`src/common/cpri_harness_pkg.sv`:
```
// shared constants for the cpri phy test harness
package cpri_harness_pkg;
  localparam int ADDR_W = 23;
  localparam int DATA_W = 32;
  localparam int NUM_CH = 4;
  localparam logic [ADDR_W-1:0] CPRI_CH0_BASE = 23'h00_0000;
  localparam logic [ADDR_W-1:0] FEC_CH0_BASE = 23'h01_0000;
  localparam logic [ADDR_W-1:0] XCVR_CH0_BASE = 23'h10_0000;
  localparam logic [ADDR_W-1:0] CH_STRIDE = 23'h20_0000;
  localparam logic [ADDR_W-1:0] XCVR_REL = 23'h10_0000;
  localparam logic [ADDR_W-1:0] FEC_SIZE = 23'h01_0000;
  localparam logic [ADDR_W-1:0] REGION_SIZE = 23'h10_0000;
  localparam logic [ADDR_W-1:0] MAP_END = 23'h7f_ffff;
  localparam int HF_TARGET = 5;
  localparam int LAT_W = 16;
  localparam logic [7:0] PATTERN_SEED = 8'h5a;
  localparam int CSR_CLK_MHZ = 100;
  typedef enum logic [1:0] {
    RATE_2G4_4G9_9G8,
    RATE_10G1,
    RATE_24G3,
    RATE_24G3_FEC
  } rate_t;
  typedef enum logic [1:0] {
    TGT_CPRI,
    TGT_FEC,
    TGT_XCVR,
    TGT_NONE
  } target_t;
endpackage : cpri_harness_pkg

```
`src/design/cpri_phy_test_harness.sv`:
```
// cpri phy test harness: alignment wait, hyperframe traffic, latency, decode
`timescale 1ns/10ps
module cpri_phy_test_harness
  import cpri_harness_pkg::*;
#(
  parameter int HF_COUNT = HF_TARGET,
  parameter int LW = LAT_W
)(
  // csr_clock_in domain; sampling clock is the same single clock here
  input wire logic i_sys_clk,
  input wire logic i_nrst,
  input wire rate_t i_rate,
  input wire logic i_start,
  input wire logic i_rx_aligned,
  input wire logic i_rx_hf_valid,
  input wire logic i_rx_hf_start,
  input wire logic [7:0] i_rx_data,
  input wire logic i_csr_read,
  input wire logic i_csr_write,
  input wire logic [ADDR_W-1:0] i_csr_addr,
  input wire logic [DATA_W-1:0] i_csr_wdata,
  input wire logic [DATA_W-1:0] i_cpri_rdata,
  input wire logic [DATA_W-1:0] i_fec_rdata,
  input wire logic [DATA_W-1:0] i_xcvr_rdata,
  output logic o_tx_valid,
  output logic o_tx_hf_start,
  output logic [7:0] o_tx_data,
  output logic o_use_8b10b,
  output logic o_fec_enable,
  output logic [NUM_CH-1:0] o_cpri_sel,
  output logic [NUM_CH-1:0] o_xcvr_sel,
  output logic o_fec_sel,
  output logic o_sub_read,
  output logic o_sub_write,
  output logic [ADDR_W-1:0] o_sub_addr,
  output logic [DATA_W-1:0] o_sub_wdata,
  output logic [DATA_W-1:0] o_csr_rdata,
  output logic [LW-1:0] o_latency,
  output logic o_done,
  output logic o_pass
);
  typedef enum logic [2:0] {
    S_IDLE, S_WAIT_ALIGN, S_SEND, S_REPORT
  } state_t;

  state_t state, next_state;
  logic [7:0] tx_cnt, next_tx_cnt;
  logic [7:0] exp_cnt, next_exp_cnt;
  logic [3:0] hf_rx, next_hf_rx;
  logic [LW-1:0] lat_cnt, next_lat_cnt;
  logic lat_run, next_lat_run;
  logic lat_done, next_lat_done;
  logic [LW-1:0] latency, next_latency;
  logic err, next_err;
  logic done, next_done;
  logic pass, next_pass;
  logic [DATA_W-1:0] rdata, next_rdata;
  target_t tgt;
  logic [1:0] chan;
  logic [ADDR_W-1:0] local_addr;

  cpri_addr_decoder u_dec (
    .i_addr(i_csr_addr),
    .i_fec_enable(o_fec_enable),
    .o_target(tgt),
    .o_channel(chan),
    .o_local_addr(local_addr)
  );

  assign o_use_8b10b = (i_rate == RATE_2G4_4G9_9G8);
  assign o_fec_enable = (i_rate == RATE_24G3_FEC);

  // strobes reach a region only when decoded; unmapped goes nowhere
  always_comb begin
    o_cpri_sel = '0;
    o_xcvr_sel = '0;
    o_fec_sel = 1'b0;
    if (tgt == TGT_CPRI) o_cpri_sel[chan] = 1'b1;
    if (tgt == TGT_XCVR) o_xcvr_sel[chan] = 1'b1;
    if (tgt == TGT_FEC) o_fec_sel = 1'b1;
  end
  assign o_sub_read = i_csr_read && tgt != TGT_NONE;
  assign o_sub_write = i_csr_write && tgt != TGT_NONE;
  assign o_sub_addr = local_addr;
  assign o_sub_wdata = i_csr_wdata;

  // read data registered: one cycle after the read strobe
  always_comb begin
    next_rdata = rdata;
    if (i_csr_read) begin
      unique case (tgt)
        TGT_CPRI: next_rdata = i_cpri_rdata;
        TGT_FEC: next_rdata = i_fec_rdata;
        TGT_XCVR: next_rdata = i_xcvr_rdata;
        TGT_NONE: next_rdata = '0;
      endcase
    end
  end
  assign o_csr_rdata = rdata;

  always_comb begin
    next_state = state;
    next_tx_cnt = tx_cnt;
    next_exp_cnt = exp_cnt;
    next_hf_rx = hf_rx;
    next_lat_cnt = lat_cnt;
    next_lat_run = lat_run;
    next_lat_done = lat_done;
    next_latency = latency;
    next_err = err;
    next_done = done;
    next_pass = pass;
    unique case (state)
      S_IDLE: begin
        if (i_start) begin
          next_state = S_WAIT_ALIGN;
          next_done = 1'b0;
          next_pass = 1'b0;
          next_err = 1'b0;
          next_hf_rx = '0;
          next_lat_done = 1'b0;
          next_lat_cnt = '0;
          next_tx_cnt = PATTERN_SEED;
          next_exp_cnt = PATTERN_SEED;
        end
      end
      S_WAIT_ALIGN: begin
        if (i_rx_aligned) begin
          next_state = S_SEND;
          next_lat_run = 1'b1;
        end
      end
      S_SEND: begin
        next_tx_cnt = tx_cnt + 8'd1;
        if (lat_run) begin
          next_lat_cnt = lat_cnt + LW'(1);
        end
        if (i_rx_hf_valid) begin
          if (i_rx_hf_start && !lat_done) begin
            next_lat_run = 1'b0;
            next_lat_done = 1'b1;
            next_latency = lat_cnt;
          end
          if (i_rx_data != exp_cnt) next_err = 1'b1;
          next_exp_cnt = i_rx_data + 8'd1;
          if (i_rx_hf_start) next_hf_rx = hf_rx + 4'd1;
        end
        if (!i_rx_aligned) next_err = 1'b1;
        if (hf_rx == 4'(HF_COUNT) && lat_done) begin
          next_state = S_REPORT;
        end
      end
      S_REPORT: begin
        next_done = 1'b1;
        next_pass = !err;
        next_state = S_IDLE;
      end
      default: next_state = S_IDLE;
    endcase
  end

  always_ff @(posedge i_sys_clk or negedge i_nrst) begin
    if (!i_nrst) begin
      state <= S_IDLE;
      tx_cnt <= '0;
      exp_cnt <= '0;
      hf_rx <= '0;
      lat_cnt <= '0;
      lat_run <= 1'b0;
      lat_done <= 1'b0;
      latency <= '0;
      err <= 1'b0;
      done <= 1'b0;
      pass <= 1'b0;
      rdata <= '0;
    end else begin
      state <= next_state;
      tx_cnt <= next_tx_cnt;
      exp_cnt <= next_exp_cnt;
      hf_rx <= next_hf_rx;
      lat_cnt <= next_lat_cnt;
      lat_run <= next_lat_run;
      lat_done <= next_lat_done;
      latency <= next_latency;
      err <= next_err;
      done <= next_done;
      pass <= next_pass;
      rdata <= next_rdata;
    end
  end

  assign o_tx_valid = (state == S_SEND);
  assign o_tx_hf_start = (state == S_SEND) && (tx_cnt == PATTERN_SEED);
  assign o_tx_data = tx_cnt;
  assign o_latency = latency;
  assign o_done = done;
  assign o_pass = pass;

  no_tx_unaligned_a: assert property (
    @(posedge i_sys_clk) disable iff (!i_nrst)
    $rose(o_tx_valid) |-> $past(i_rx_aligned))
    else $error("traffic started before alignment");
  report_after_hf_a: assert property (
    @(posedge i_sys_clk) disable iff (!i_nrst)
    $rose(o_done) |-> hf_rx == 4'(HF_COUNT) && lat_done)
    else $error("report before five hyperframes");
  latency_hold_a: assert property (
    @(posedge i_sys_clk) disable iff (!i_nrst)
    lat_done && $past(lat_done) |-> $stable(latency))
    else $error("latency changed after capture");
  pass_err_a: assert property (
    @(posedge i_sys_clk) disable iff (!i_nrst)
    state == S_REPORT |=> o_done && o_pass == !$past(err))
    else $error("pass flag does not follow data check");
  unmapped_zero_a: assert property (
    @(posedge i_sys_clk) disable iff (!i_nrst)
    i_csr_read && tgt == TGT_NONE |=> o_csr_rdata == '0)
    else $error("unmapped read not zero");
  no_side_effect_a: assert property (
    @(posedge i_sys_clk) disable iff (!i_nrst)
    tgt == TGT_NONE |-> !o_sub_write && !o_sub_read &&
      o_cpri_sel == '0 && o_xcvr_sel == '0 && !o_fec_sel)
    else $error("unmapped access reached a region");
  fec_only_ch0_a: assert property (
    @(posedge i_sys_clk) disable iff (!i_nrst)
    o_fec_sel |-> o_fec_enable && i_csr_addr[ADDR_W-1:ADDR_W-3] == 3'h0)
    else $error("fec region selected wrongly");
  xcvr_map_a: assert property (
    @(posedge i_sys_clk) disable iff (!i_nrst)
    i_csr_addr[ADDR_W-3] |-> o_xcvr_sel[i_csr_addr[ADDR_W-1:ADDR_W-2]])
    else $error("transceiver region not selected");
  iface_a: assert property (
    @(posedge i_sys_clk) disable iff (!i_nrst)
    o_use_8b10b |-> !o_fec_enable)
    else $error("interface mode conflicts with fec");
  cpri_map_a: assert property (
    @(posedge i_sys_clk) disable iff (!i_nrst)
    i_csr_addr < FEC_CH0_BASE |-> o_cpri_sel[0])
    else $error("channel 0 cpri region not selected");

  pass_seen_c: cover property (@(posedge i_sys_clk) $rose(o_pass));
  fail_seen_c: cover property (@(posedge i_sys_clk) $rose(o_done) && !o_pass);
  fec_access_c: cover property (@(posedge i_sys_clk) i_csr_write && o_fec_sel);
  unmapped_c: cover property (@(posedge i_sys_clk)
    i_csr_read && tgt == TGT_NONE);
endmodule : cpri_phy_test_harness

```
`src/design/cpri_addr_decoder.sv`:
```
// reconfiguration address decoder for cpri, fec and transceiver regions
`timescale 1ns/10ps
module cpri_addr_decoder
  import cpri_harness_pkg::*;
(
  input wire logic [ADDR_W-1:0] i_addr,
  input wire logic i_fec_enable,
  output target_t o_target,
  output logic [1:0] o_channel,
  output logic [ADDR_W-1:0] o_local_addr
);
  logic [ADDR_W-1:0] rel;
  always_comb begin
    o_channel = i_addr[ADDR_W-1:ADDR_W-2];
    rel = i_addr - CPRI_CH0_BASE - ADDR_W'(o_channel) * CH_STRIDE;
    o_target = TGT_NONE;
    o_local_addr = '0;
    if (rel >= XCVR_REL) begin
      o_target = TGT_XCVR;
      o_local_addr = rel - XCVR_REL;
    end else if (o_channel == 2'd0 && rel >= FEC_CH0_BASE &&
                 rel < FEC_CH0_BASE + FEC_SIZE) begin
      // fec region exists only on channel 0 at the fec rate
      if (i_fec_enable) begin
        o_target = TGT_FEC;
        o_local_addr = rel - FEC_CH0_BASE;
      end
    end else if (o_channel == 2'd0 && rel < FEC_CH0_BASE) begin
      o_target = TGT_CPRI;
      o_local_addr = rel;
    end else if (o_channel != 2'd0) begin
      o_target = TGT_CPRI;
      o_local_addr = rel;
    end
  end
endmodule : cpri_addr_decoder

```
`config.mk`:
```
export PLATFORM = sky130hd
export DESIGN_NAME = cpri_phy_test_harness
export DESIGN_NICKNAME = d
export VERILOG_FILES = /design/src/common/cpri_harness_pkg.sv /design/src/design/cpri_phy_test_harness.sv /design/src/design/cpri_addr_decoder.sv
export SDC_FILE = /design/constraint.sdc
export NUM_CORES = 1
export LEC_CHECK = 0
export BUFFER_PORTS_ARGS = -buffer_cell sky130_fd_sc_hd__buf_2
export CELL_PAD_IN_SITES_DETAIL_PLACEMENT = 0
export CELL_PAD_IN_SITES_GLOBAL_PLACEMENT = 1
export CORE_MARGIN = 2
export CORE_UTILIZATION = 35
export DETAILED_ROUTE_END_ITERATION = 8
export GPL_TIMING_DRIVEN = 0
export MAX_ROUTING_LAYER = met4
export PLACE_DENSITY = 0.94
export SYNTH_ARGS = -nofsm -noshare
export SYNTH_HDL_FRONTEND = slang
export SYNTH_HIERARCHICAL = 1
export SYNTH_SLANG_ARGS = --single-unit
```
`constraint.sdc`:
```
create_clock -name i_sys_clk -period 2.9 [get_ports i_sys_clk]
set_input_delay 0.145 -clock i_sys_clk [delete_from_list [all_inputs] [get_ports i_sys_clk]]
set_output_delay 0.145 -clock i_sys_clk [all_outputs]
set_load 0.01 [all_outputs]
```
Word-level counts from Yosys, hierarchy flattened
Index checks and enable logic that the tools add are counted.
{"block": "op_classes", "add_sub_neg": 7, "n_lt_le_gt_ge": 6, "eq_ne": 20, "mux": 45, "n_reduce_logical": 29}
{"cell": "32-bit case mux with 4 select lines", "n": 1}
{"cell": "23-bit 2-to-1 mux", "n": 5}
{"cell": "16-bit 2-to-1 mux", "n": 2}
{"cell": "16-bit case mux with 2 select lines", "n": 1}
{"cell": "8-bit case mux with 2 select lines", "n": 2}
{"cell": "23-bit by 17-bit >= comparator with 1-bit output (second input constant)", "n": 1}
{"cell": "23-bit by 21-bit >= comparator with 1-bit output (second input constant)", "n": 1}
{"cell": "23-bit by 17-bit < comparator with 1-bit output (second input constant)", "n": 1}
{"cell": "23-bit by 18-bit < comparator with 1-bit output (second input constant)", "n": 1}
{"cell": "23-bit by 17-bit subtractor with 23-bit output (second input constant)", "n": 1}
{"cell": "23-bit by 21-bit subtractor with 23-bit output (second input constant)", "n": 1}
{"cell": "23-bit subtractor", "n": 1}
{"cell": "4-bit 2-to-1 mux", "n": 5}
{"cell": "16-bit by 1-bit adder with 16-bit output (second input constant)", "n": 1}
{"cell": "8-bit by 1-bit adder with 8-bit output (second input constant)", "n": 2}
{"cell": "8-bit 2-to-1 mux", "n": 2}
{"cell": "4-bit AND reduction", "n": 4}
{"cell": "3-bit AND reduction", "n": 4}
{"cell": "1-bit 2-to-1 mux", "n": 11}
{"cell": "2-bit 2-to-1 mux", "n": 5}
{"cell": "2-bit inequality test (second input constant)", "n": 5}
{"cell": "1-bit case mux with 2 select lines", "n": 5}
{"cell": "1-bit logical AND", "n": 9}
{"cell": "3-bit 2-to-1 mux", "n": 3}
{"cell": "other kinds (21)", "n": 33}
{"block": "word_totals", "reg_bits": 92, "inputBits": 169, "out_inout_bits": 128, "elab_cells": 119}

Longest topological paths before layout
{"block": "logic_depth", "word_depth": 8, "depth_mapped": 13, "mapped_depth_nobuf": 10}

By module
The synthesis kept the hierarchy.
{"mod": "cpri_phy_test_harness", "instances": 1, "cells_each": 537, "area_per_inst_um2": 5077.4, "seq_area_each_um2": 2277.2}
{"mod": "cpri_addr_decoder", "instances": 1, "cells_each": 66, "area_per_inst_um2": 455.4, "seq_area_each_um2": 0.0}

Worst setup path before layout
OpenSTA, ideal clock, no wires.
{"block": "synth_path", "kind": "input-to-reg", "startpoint": "input i_csr_addr[17]", "endpoint": "register rdata[23] (netlist: o_csr_rdata[23])", "setup_time_ns": 0.137, "arrival_ns": 2.287, "required_ns": 2.763, "slack_ns": 0.476, "stages": 13, "n_path_buf": 3, "cell_sequence": "inv_1 ha_1 nor4b_1 and4_1 nand3_1 o311ai_1 clkbuf_1 buf_2 buf_2 mux2i_1 nor2_1 a21oi_1 a21oi_1"}
{"block": "synth_via", "elab_chain_len": 8, "word_cells_on_any_way": 16, "classes_between": "add/sub: 1; order compare: 4; eq/ne: 3; mux: 4; reduce/logical: 4"}
{"item": "from (decl)", "line_no": "cpri_phy_test_harness.sv:20", "text": "input wire logic [ADDR_W-1:0] i_csr_addr,"}
{"item": "23-bit subtractor (*)", "line_no": "cpri_addr_decoder.sv:15", "text": "rel = i_addr - CPRI_CH0_BASE - ADDR_W'(o_channel) * CH_STRIDE;"}
{"item": "23-bit by 17-bit < comparator with 1-bit output / 23-bit by 17-bit >= comparator with 1-bit output (equally long branches)", "line_no": "cpri_addr_decoder.sv:28, cpri_addr_decoder.sv:21"}
{"item": "1-bit logical AND, on equally long branches", "line_no": "cpri_addr_decoder.sv:28, cpri_addr_decoder.sv:21"}
{"item": "2-bit 2-to-1 mux / 1-bit logical AND (equally long branches)", "line_no": "cpri_addr_decoder.sv:28, cpri_addr_decoder.sv:21"}
{"item": "2-bit 2-to-1 mux", "line_no": "cpri_addr_decoder.sv:21", "text": "end else if (o_channel == 2'd0 && rel >= FEC_CH0_BASE &&"}
{"item": "2-bit 2-to-1 mux (*)", "line_no": "cpri_addr_decoder.sv:18", "text": "if (rel >= XCVR_REL) begin"}
{"item": "net tgt[1]", "line_no": "cpri_phy_test_harness.sv:58", "text": "target_t tgt;"}
{"item": "2-bit equality test (tied with other cells)", "line_no": "cpri_phy_test_harness.sv:91", "text": "unique case (tgt)"}
{"item": "32-bit case mux with 4 select lines (*)", "line_no": "cpri_phy_test_harness.sv:91"}
{"item": "to (signal assigned)", "line_no": "cpri_phy_test_harness.sv:188", "text": "rdata <= next_rdata;"}
{"item": "to (decl)", "line_no": "cpri_phy_test_harness.sv:57", "text": "logic [DATA_W-1:0] rdata, next_rdata;"}
Mark *: on every way through the listed nets, which the timed path passes. The rest lies on a longest branch.
A chain may end at the register's enable or synchronous reset.

Worst setup path after layout
{"block": "layout_path", "startpoint": "input i_csr_addr[17]", "endpoint": "output o_fec_sel"}
{"block": "layout_via", "elab_chain_len": 8, "word_cells_on_any_way": 13, "classes_between": "add/sub: 1; order compare: 4; eq/ne: 1; mux: 4; reduce/logical: 3"}
{"item": "23-bit subtractor (*)", "line_no": "cpri_addr_decoder.sv:15"}
{"item": "23-bit by 17-bit < comparator with 1-bit output / 23-bit by 17-bit >= comparator with 1-bit output (equally long branches)", "line_no": "cpri_addr_decoder.sv:28, cpri_addr_decoder.sv:21"}
{"item": "1-bit logical AND, on equally long branches", "line_no": "cpri_addr_decoder.sv:28, cpri_addr_decoder.sv:21"}
{"item": "2-bit 2-to-1 mux / 1-bit logical AND (equally long branches)", "line_no": "cpri_addr_decoder.sv:28, cpri_addr_decoder.sv:21"}
{"item": "2-bit 2-to-1 mux", "line_no": "cpri_addr_decoder.sv:21"}
{"item": "2-bit 2-to-1 mux (*)", "line_no": "cpri_addr_decoder.sv:18"}
{"item": "net tgt[0]", "line_no": "cpri_phy_test_harness.sv:58"}
{"item": "2-bit by 1-bit equality test with 1-bit output (*)", "line_no": "cpri_phy_test_harness.sv:80", "text": "if (tgt == TGT_FEC) o_fec_sel = 1'b1;"}
{"item": "1-bit 2-to-1 mux (*)", "line_no": "cpri_phy_test_harness.sv:80"}
{"item": "to (decl)", "line_no": "cpri_phy_test_harness.sv:32", "text": "output logic o_fec_sel,"}
Marks and branches as above.

==> run_results.csv <==
group,metric,value,unit
detailed_routing,dr.pass1.iters,4,
finish,mostFrequentLayoutCells,"sky130_fd_sc_hd__buf_2 (265), sky130_fd_sc_hd__dfrtp_1 (91), sky130_fd_sc_hd__nor2_1 (89), sky130_fd_sc_hd__a21oi_1 (79), sky130_fd_sc_hd__buf_4 (38)",
global_routing,grt_antenna_before_repair,0,
sta,final.setup.worst_slack,0.3004,ns
placement,count_of_buffers_inserted_at_the_top_level_ports,262,
yosys,post_synth_mux_area_share,9.860,%
sta,worst_pin_slew,0.7675,ns
setup_path,worstSetupStartpoint,"i_csr_addr[17]",
detailed_routing,drt.antenna.violating_nets,0,
global_routing,grtUsageTotal,21.28,%
yosys,yosys.area_share.simple,18.75,%
hold_path,worst_hold_path_type,"in2reg",
placement,post_dp_cell_area,0.007138,sq mm
detailed_routing,dr.first_iter.drc_count,277,
sta,clock_skew,0.005824,ns
floorplanning,die_w,129.7,um
yosys,synth.net_count,784,
yosys,number_of_flops_mapped_to_enable_cells_by_yosys,0,
floorplanning,starting_utilization_of_the_core_area,36.13,%
finish,final_design_area_no_fill,0.007462,sq mm
pwr,pwr_density_cell,587.2,mW/mm^2
placement,dp.final_hpwl,14200,um
clock_tree,clock_insertion_delay_worst_skew,0.34,ns
yosys,share_of_flip_flops_with_an_asynchronous_set_or_reset,100.0,%
floorplanning,die_h,129.7,um
clock_tree,clock_tree.htree_level_count,3,
yosys,synth_seq_area_share,41.16,%
floorplanning,fp.coreArea,0.01531,sq mm
floorplanning,rows,45,
detailed_routing,routed_length_per_placed_instance,16.17,um
clock_tree,cts-buffers-inserted,9,
placement,pre_cts_worst_setup_slack,-0.2641,ns
global_routing,first_global_vias,5053,
yosys,synthesis.instances,603,
setup_path,endpoint,"o_fec_sel",
clock_tree,tritoncts,"built",
finish,flow.area_growth_from_synthesis,34.87,%
sta,slew_headroom,47.37,%
sta,min_period,2.600,ns
pwr,design_power_total,4.382,mW
yosys,synth_top_flop_cell,"sky130_fd_sc_hd__dfrtp_1",
detailed_routing,via_per_inst,4.979,
pwr,switching_share,35.51,%
global_routing,grt_first_pass_wirelength,26650,um
detailed_routing,drt_drc_violations_left,0,
global_routing,maximum_number_of_pins_on_one_net_before_global_route_repair,49,
sta,grt_setup_unrepaired,"no",
clock_tree,post-cts-setup-buffer-count,0,
sta,setup-violations-final,0,
clock_tree,cts_root_buf,"sky130_fd_sc_hd__clkbuf_16",
yosys,main_combinational_cell_family_by_area_after_synthesis,"simple AND/OR/NAND/NOR gates",
finish,mostFrequentLayoutCell,"sky130_fd_sc_hd__buf_2",
floorplanning,fp.dieArea,0.01683,sq mm
placement,post-place-cells,1077,
finish,nFillCells,1543,
finish,share_of_layout_cells_above_drive_strength_1,40.54,%
hold_path,worstHoldPathCells,2,
sta,min_period_over_period,89.64,%
status,run_status,"completed",
setup_path,worst_ep_arrival,2.45,ns
pwr,internal_power,2.826,mW
pwr,net-switching-power,1.556,mW
placement,gpl.final_weighted_congestion,0.8868,
pwr,leakage,3.818,nW
setup_path,worst-path-max-fanout,10,
yosys,synth-compound-area-share,15.20,%
flow_run,max_cap_viol_count,0,
yosys,yosysUniqueCellTypes,58,
yosys,syn_area,0.005533,sq mm
pwr,pwr-share-clk,27.1,%
setup_path,critical_path.startpoint_type,"primary input",
detailed_routing,dr_total_vias,5447,
setup_path,setup.worst_path.class,"in2out",
setup_path,origin_of_the_critical_flop_to_flop_path,"state[0]",
yosys,synth-adder-area-share,2.714,%
sta,fmax,384.7,MHz
sta,final_max_slew_viol_count,0,
floorplanning,boundaryPins,297,
global_routing,grt.overflow.total,0,
yosys,yosysWarningCount,6,
setup_path,critical_path.reg2reg.endpoint,"lat_cnt[1]",
setup_path,critical_path.endpoint_type,"primary output",
setup_path,worst-r2r-setup-slack,0.75,ns
pwr,sequentialPowerShare,38.4,%
finish,final_nets,1059,
clock_tree,cts_buffer_depth,2,
setup_path,worst-endpoint-required,2.76,ns
yosys,synth.ff_latch_count,91,
finish,n_antenna_cell,0,
sta,hold_violations,0,
finish,final_cells,1094,
yosys,syn_avg_cell_area,9.175,sq um
pwr,p_comb_share,34.5,%
pwr,vdd.ir_drop.worst,541.6,uV
setup_path,reg2reg_depth,7,
clock_tree,worst_setup_hold_path_clk_slew,0.07,ns
yosys,synth-xor-area-share,4.274,%
finish,finish.utilization,48.73,%
clock_tree,clkSinkCount,91,
detailed_routing,total_wire_length_after_detailed_routing,17690,um
-- power groups by stage --
| stage | combinational, mW | clock [mW] | sequential (mW) |
|---|---|---|---|
| 6_report | 1.51 | 1.19 | 1.68 |
| 5_1_grt | 1.69 | 1.28 | 1.71 |
| 4_1_cts | 1.53 | 1.23 | 1.68 |
| 3_5_place_dp | 1.51 | 0 | 1.70 |
| 3_3_place_gp | 1.49 | 0 | 1.69 |
| 2_1_floorplan | 0.899 | 0 | 1.72 |
-- worst max-delay path, cell delays in order --
cell and delay (ns):
sky130_fd_sc_hd__buf_2 0.12, sky130_fd_sc_hd__inv_1 0.10, sky130_fd_sc_hd__ha_1 0.16, sky130_fd_sc_hd__nor4b_1 0.20
sky130_fd_sc_hd__and4_1 0.28, sky130_fd_sc_hd__nand3_1 0.18, sky130_fd_sc_hd__a21oi_1 0.35, sky130_fd_sc_hd__nor2b_1 0.17
sky130_fd_sc_hd__clkbuf_1 0.23, sky130_fd_sc_hd__clkbuf_2 0.31, sky130_fd_sc_hd__buf_2 0.18
-- routing by layer --
| metal | share of wire [%] | global-route usage, % | up-vias | wire, um |
|---|---|---|---|---|
| met5 | 0 | - | - | 0 |
| met4 | 2.2 | 6.641 | 0 | 389 |
| met3 | 6.2 | 4.551 | 22 | 1104 |
| met2 | 47 | 34.52 | 186 | 8387 |
| met1 | 44 | 26.74 | 2575 | 7805 |
| li1 | - | - | 2664 | - |
-- cells by family (layout without fill, tap and decap cells) --
family | after synthesis | after routing
adder cells (fa/ha/maj) | 12 | 12
AND/OR/NAND/NOR | 204 | 204
multiplexers | 52 | 52
XOR/XNOR | 27 | 27
flip-flops | 91 | 91
buffers and inverters | 76 | 356
AO/OA/AOI/OAI | 141 | 141
-- worst min-delay path by stage --
stage	from	endpoint	slack, ns
floorplan	i_nrst	err	-0.15
global placement	i_rx_data[0]	exp_cnt[0]	0.41
detailed placement	i_nrst	o_pass	0.20
CTS	i_rx_data[0]	exp_cnt[0]	0.05
global route	i_rx_data[0]	exp_cnt[0]	0.07
finish	i_rx_data[0]	exp_cnt[0]	0.06
-- cells in the mapped netlist, types with 3 or more instances --
| library cell | count | area, sq um |
|---|---|---|
| sky130_fd_sc_hd__o31ai_1 | 6 | 45.04 |
| sky130_fd_sc_hd__or4_1 | 4 | 30.03 |
| sky130_fd_sc_hd__nor3_1 | 6 | 30.03 |
| sky130_fd_sc_hd__or3_1 | 5 | 31.28 |
| sky130_fd_sc_hd__nand2b_1 | 5 | 31.28 |
| sky130_fd_sc_hd__a21oi_1 | 79 | 395.4 |
| sky130_fd_sc_hd__nor4_1 | 10 | 62.56 |
| sky130_fd_sc_hd__buf_4 | 36 | 270.3 |
| sky130_fd_sc_hd__nand2_1 | 23 | 86.33 |
| sky130_fd_sc_hd__dfrtp_1 | 91 | 2277 |
| sky130_fd_sc_hd__xor2_1 | 21 | 183.9 |
| sky130_fd_sc_hd__o22a_1 | 4 | 35.03 |
| sky130_fd_sc_hd__nand4_1 | 11 | 68.82 |
| sky130_fd_sc_hd__a21boi_0 | 8 | 60.06 |
| sky130_fd_sc_hd__and2_1 | 3 | 18.77 |
| sky130_fd_sc_hd__clkbuf_1 | 18 | 67.56 |
| sky130_fd_sc_hd__inv_1 | 12 | 45.04 |
| sky130_fd_sc_hd__and3_1 | 6 | 37.54 |
| sky130_fd_sc_hd__mux2_2 | 16 | 180.2 |
| sky130_fd_sc_hd__o21ai_0 | 19 | 95.09 |
| sky130_fd_sc_hd__nor2b_1 | 6 | 37.54 |
| sky130_fd_sc_hd__nor2_1 | 89 | 334.1 |
| sky130_fd_sc_hd__xnor2_1 | 6 | 52.55 |
| sky130_fd_sc_hd__a22o_1 | 3 | 26.28 |
| sky130_fd_sc_hd__buf_2 | 6 | 30.03 |
| sky130_fd_sc_hd__a21boi_1 | 9 | 67.56 |
| sky130_fd_sc_hd__nand3_1 | 19 | 95.09 |
| sky130_fd_sc_hd__ha_1 | 12 | 150.1 |
| sky130_fd_sc_hd__mux2i_1 | 35 | 350.3 |
-- flip-flops by register name, summed over array words and instances (netlist names), 2 cells and up --
register and cells:
exp_cnt 8, hf_rx 4, o_latency 16, o_csr_rdata 32, state 2, o_tx_data 8
lat_cnt 16
-- stage by stage --
| step | setup TNS [ns] | hold slack (ns) |
|---|---|---|
| after floorplan | 0 | -0.1506 |
| after global placement | -1.641 | 0.4091 |
| after detailed placement | -1.801 | 0.2032 |
| after CTS | 0 | 0.05101 |
| after global routing | 0 | 0.07090 |
| final | 0 | 0.06241 |
-- area by class of cell --
type,instances,area [sq um],share of cell area (%)
plain buffers,64,414.1,5.550
clock buffers,10,229.0,3.068
flip-flops and latches,91,2277,30.52
clock inverters,6,71.32,0.9557
repair buffers,264,1351,18.11
inverters,12,45.04,0.6036
multi-input cells,436,2810,37.66
well taps,211,264.0,3.538
-- what timing repair did --
action	CTS	global route
hold buffers	1	0
endpoints found under the setup margin	0	21
hold endpoints to repair	47	0
resized for setup	0	12
Note: power is estimated with default switching activity, not from simulation.
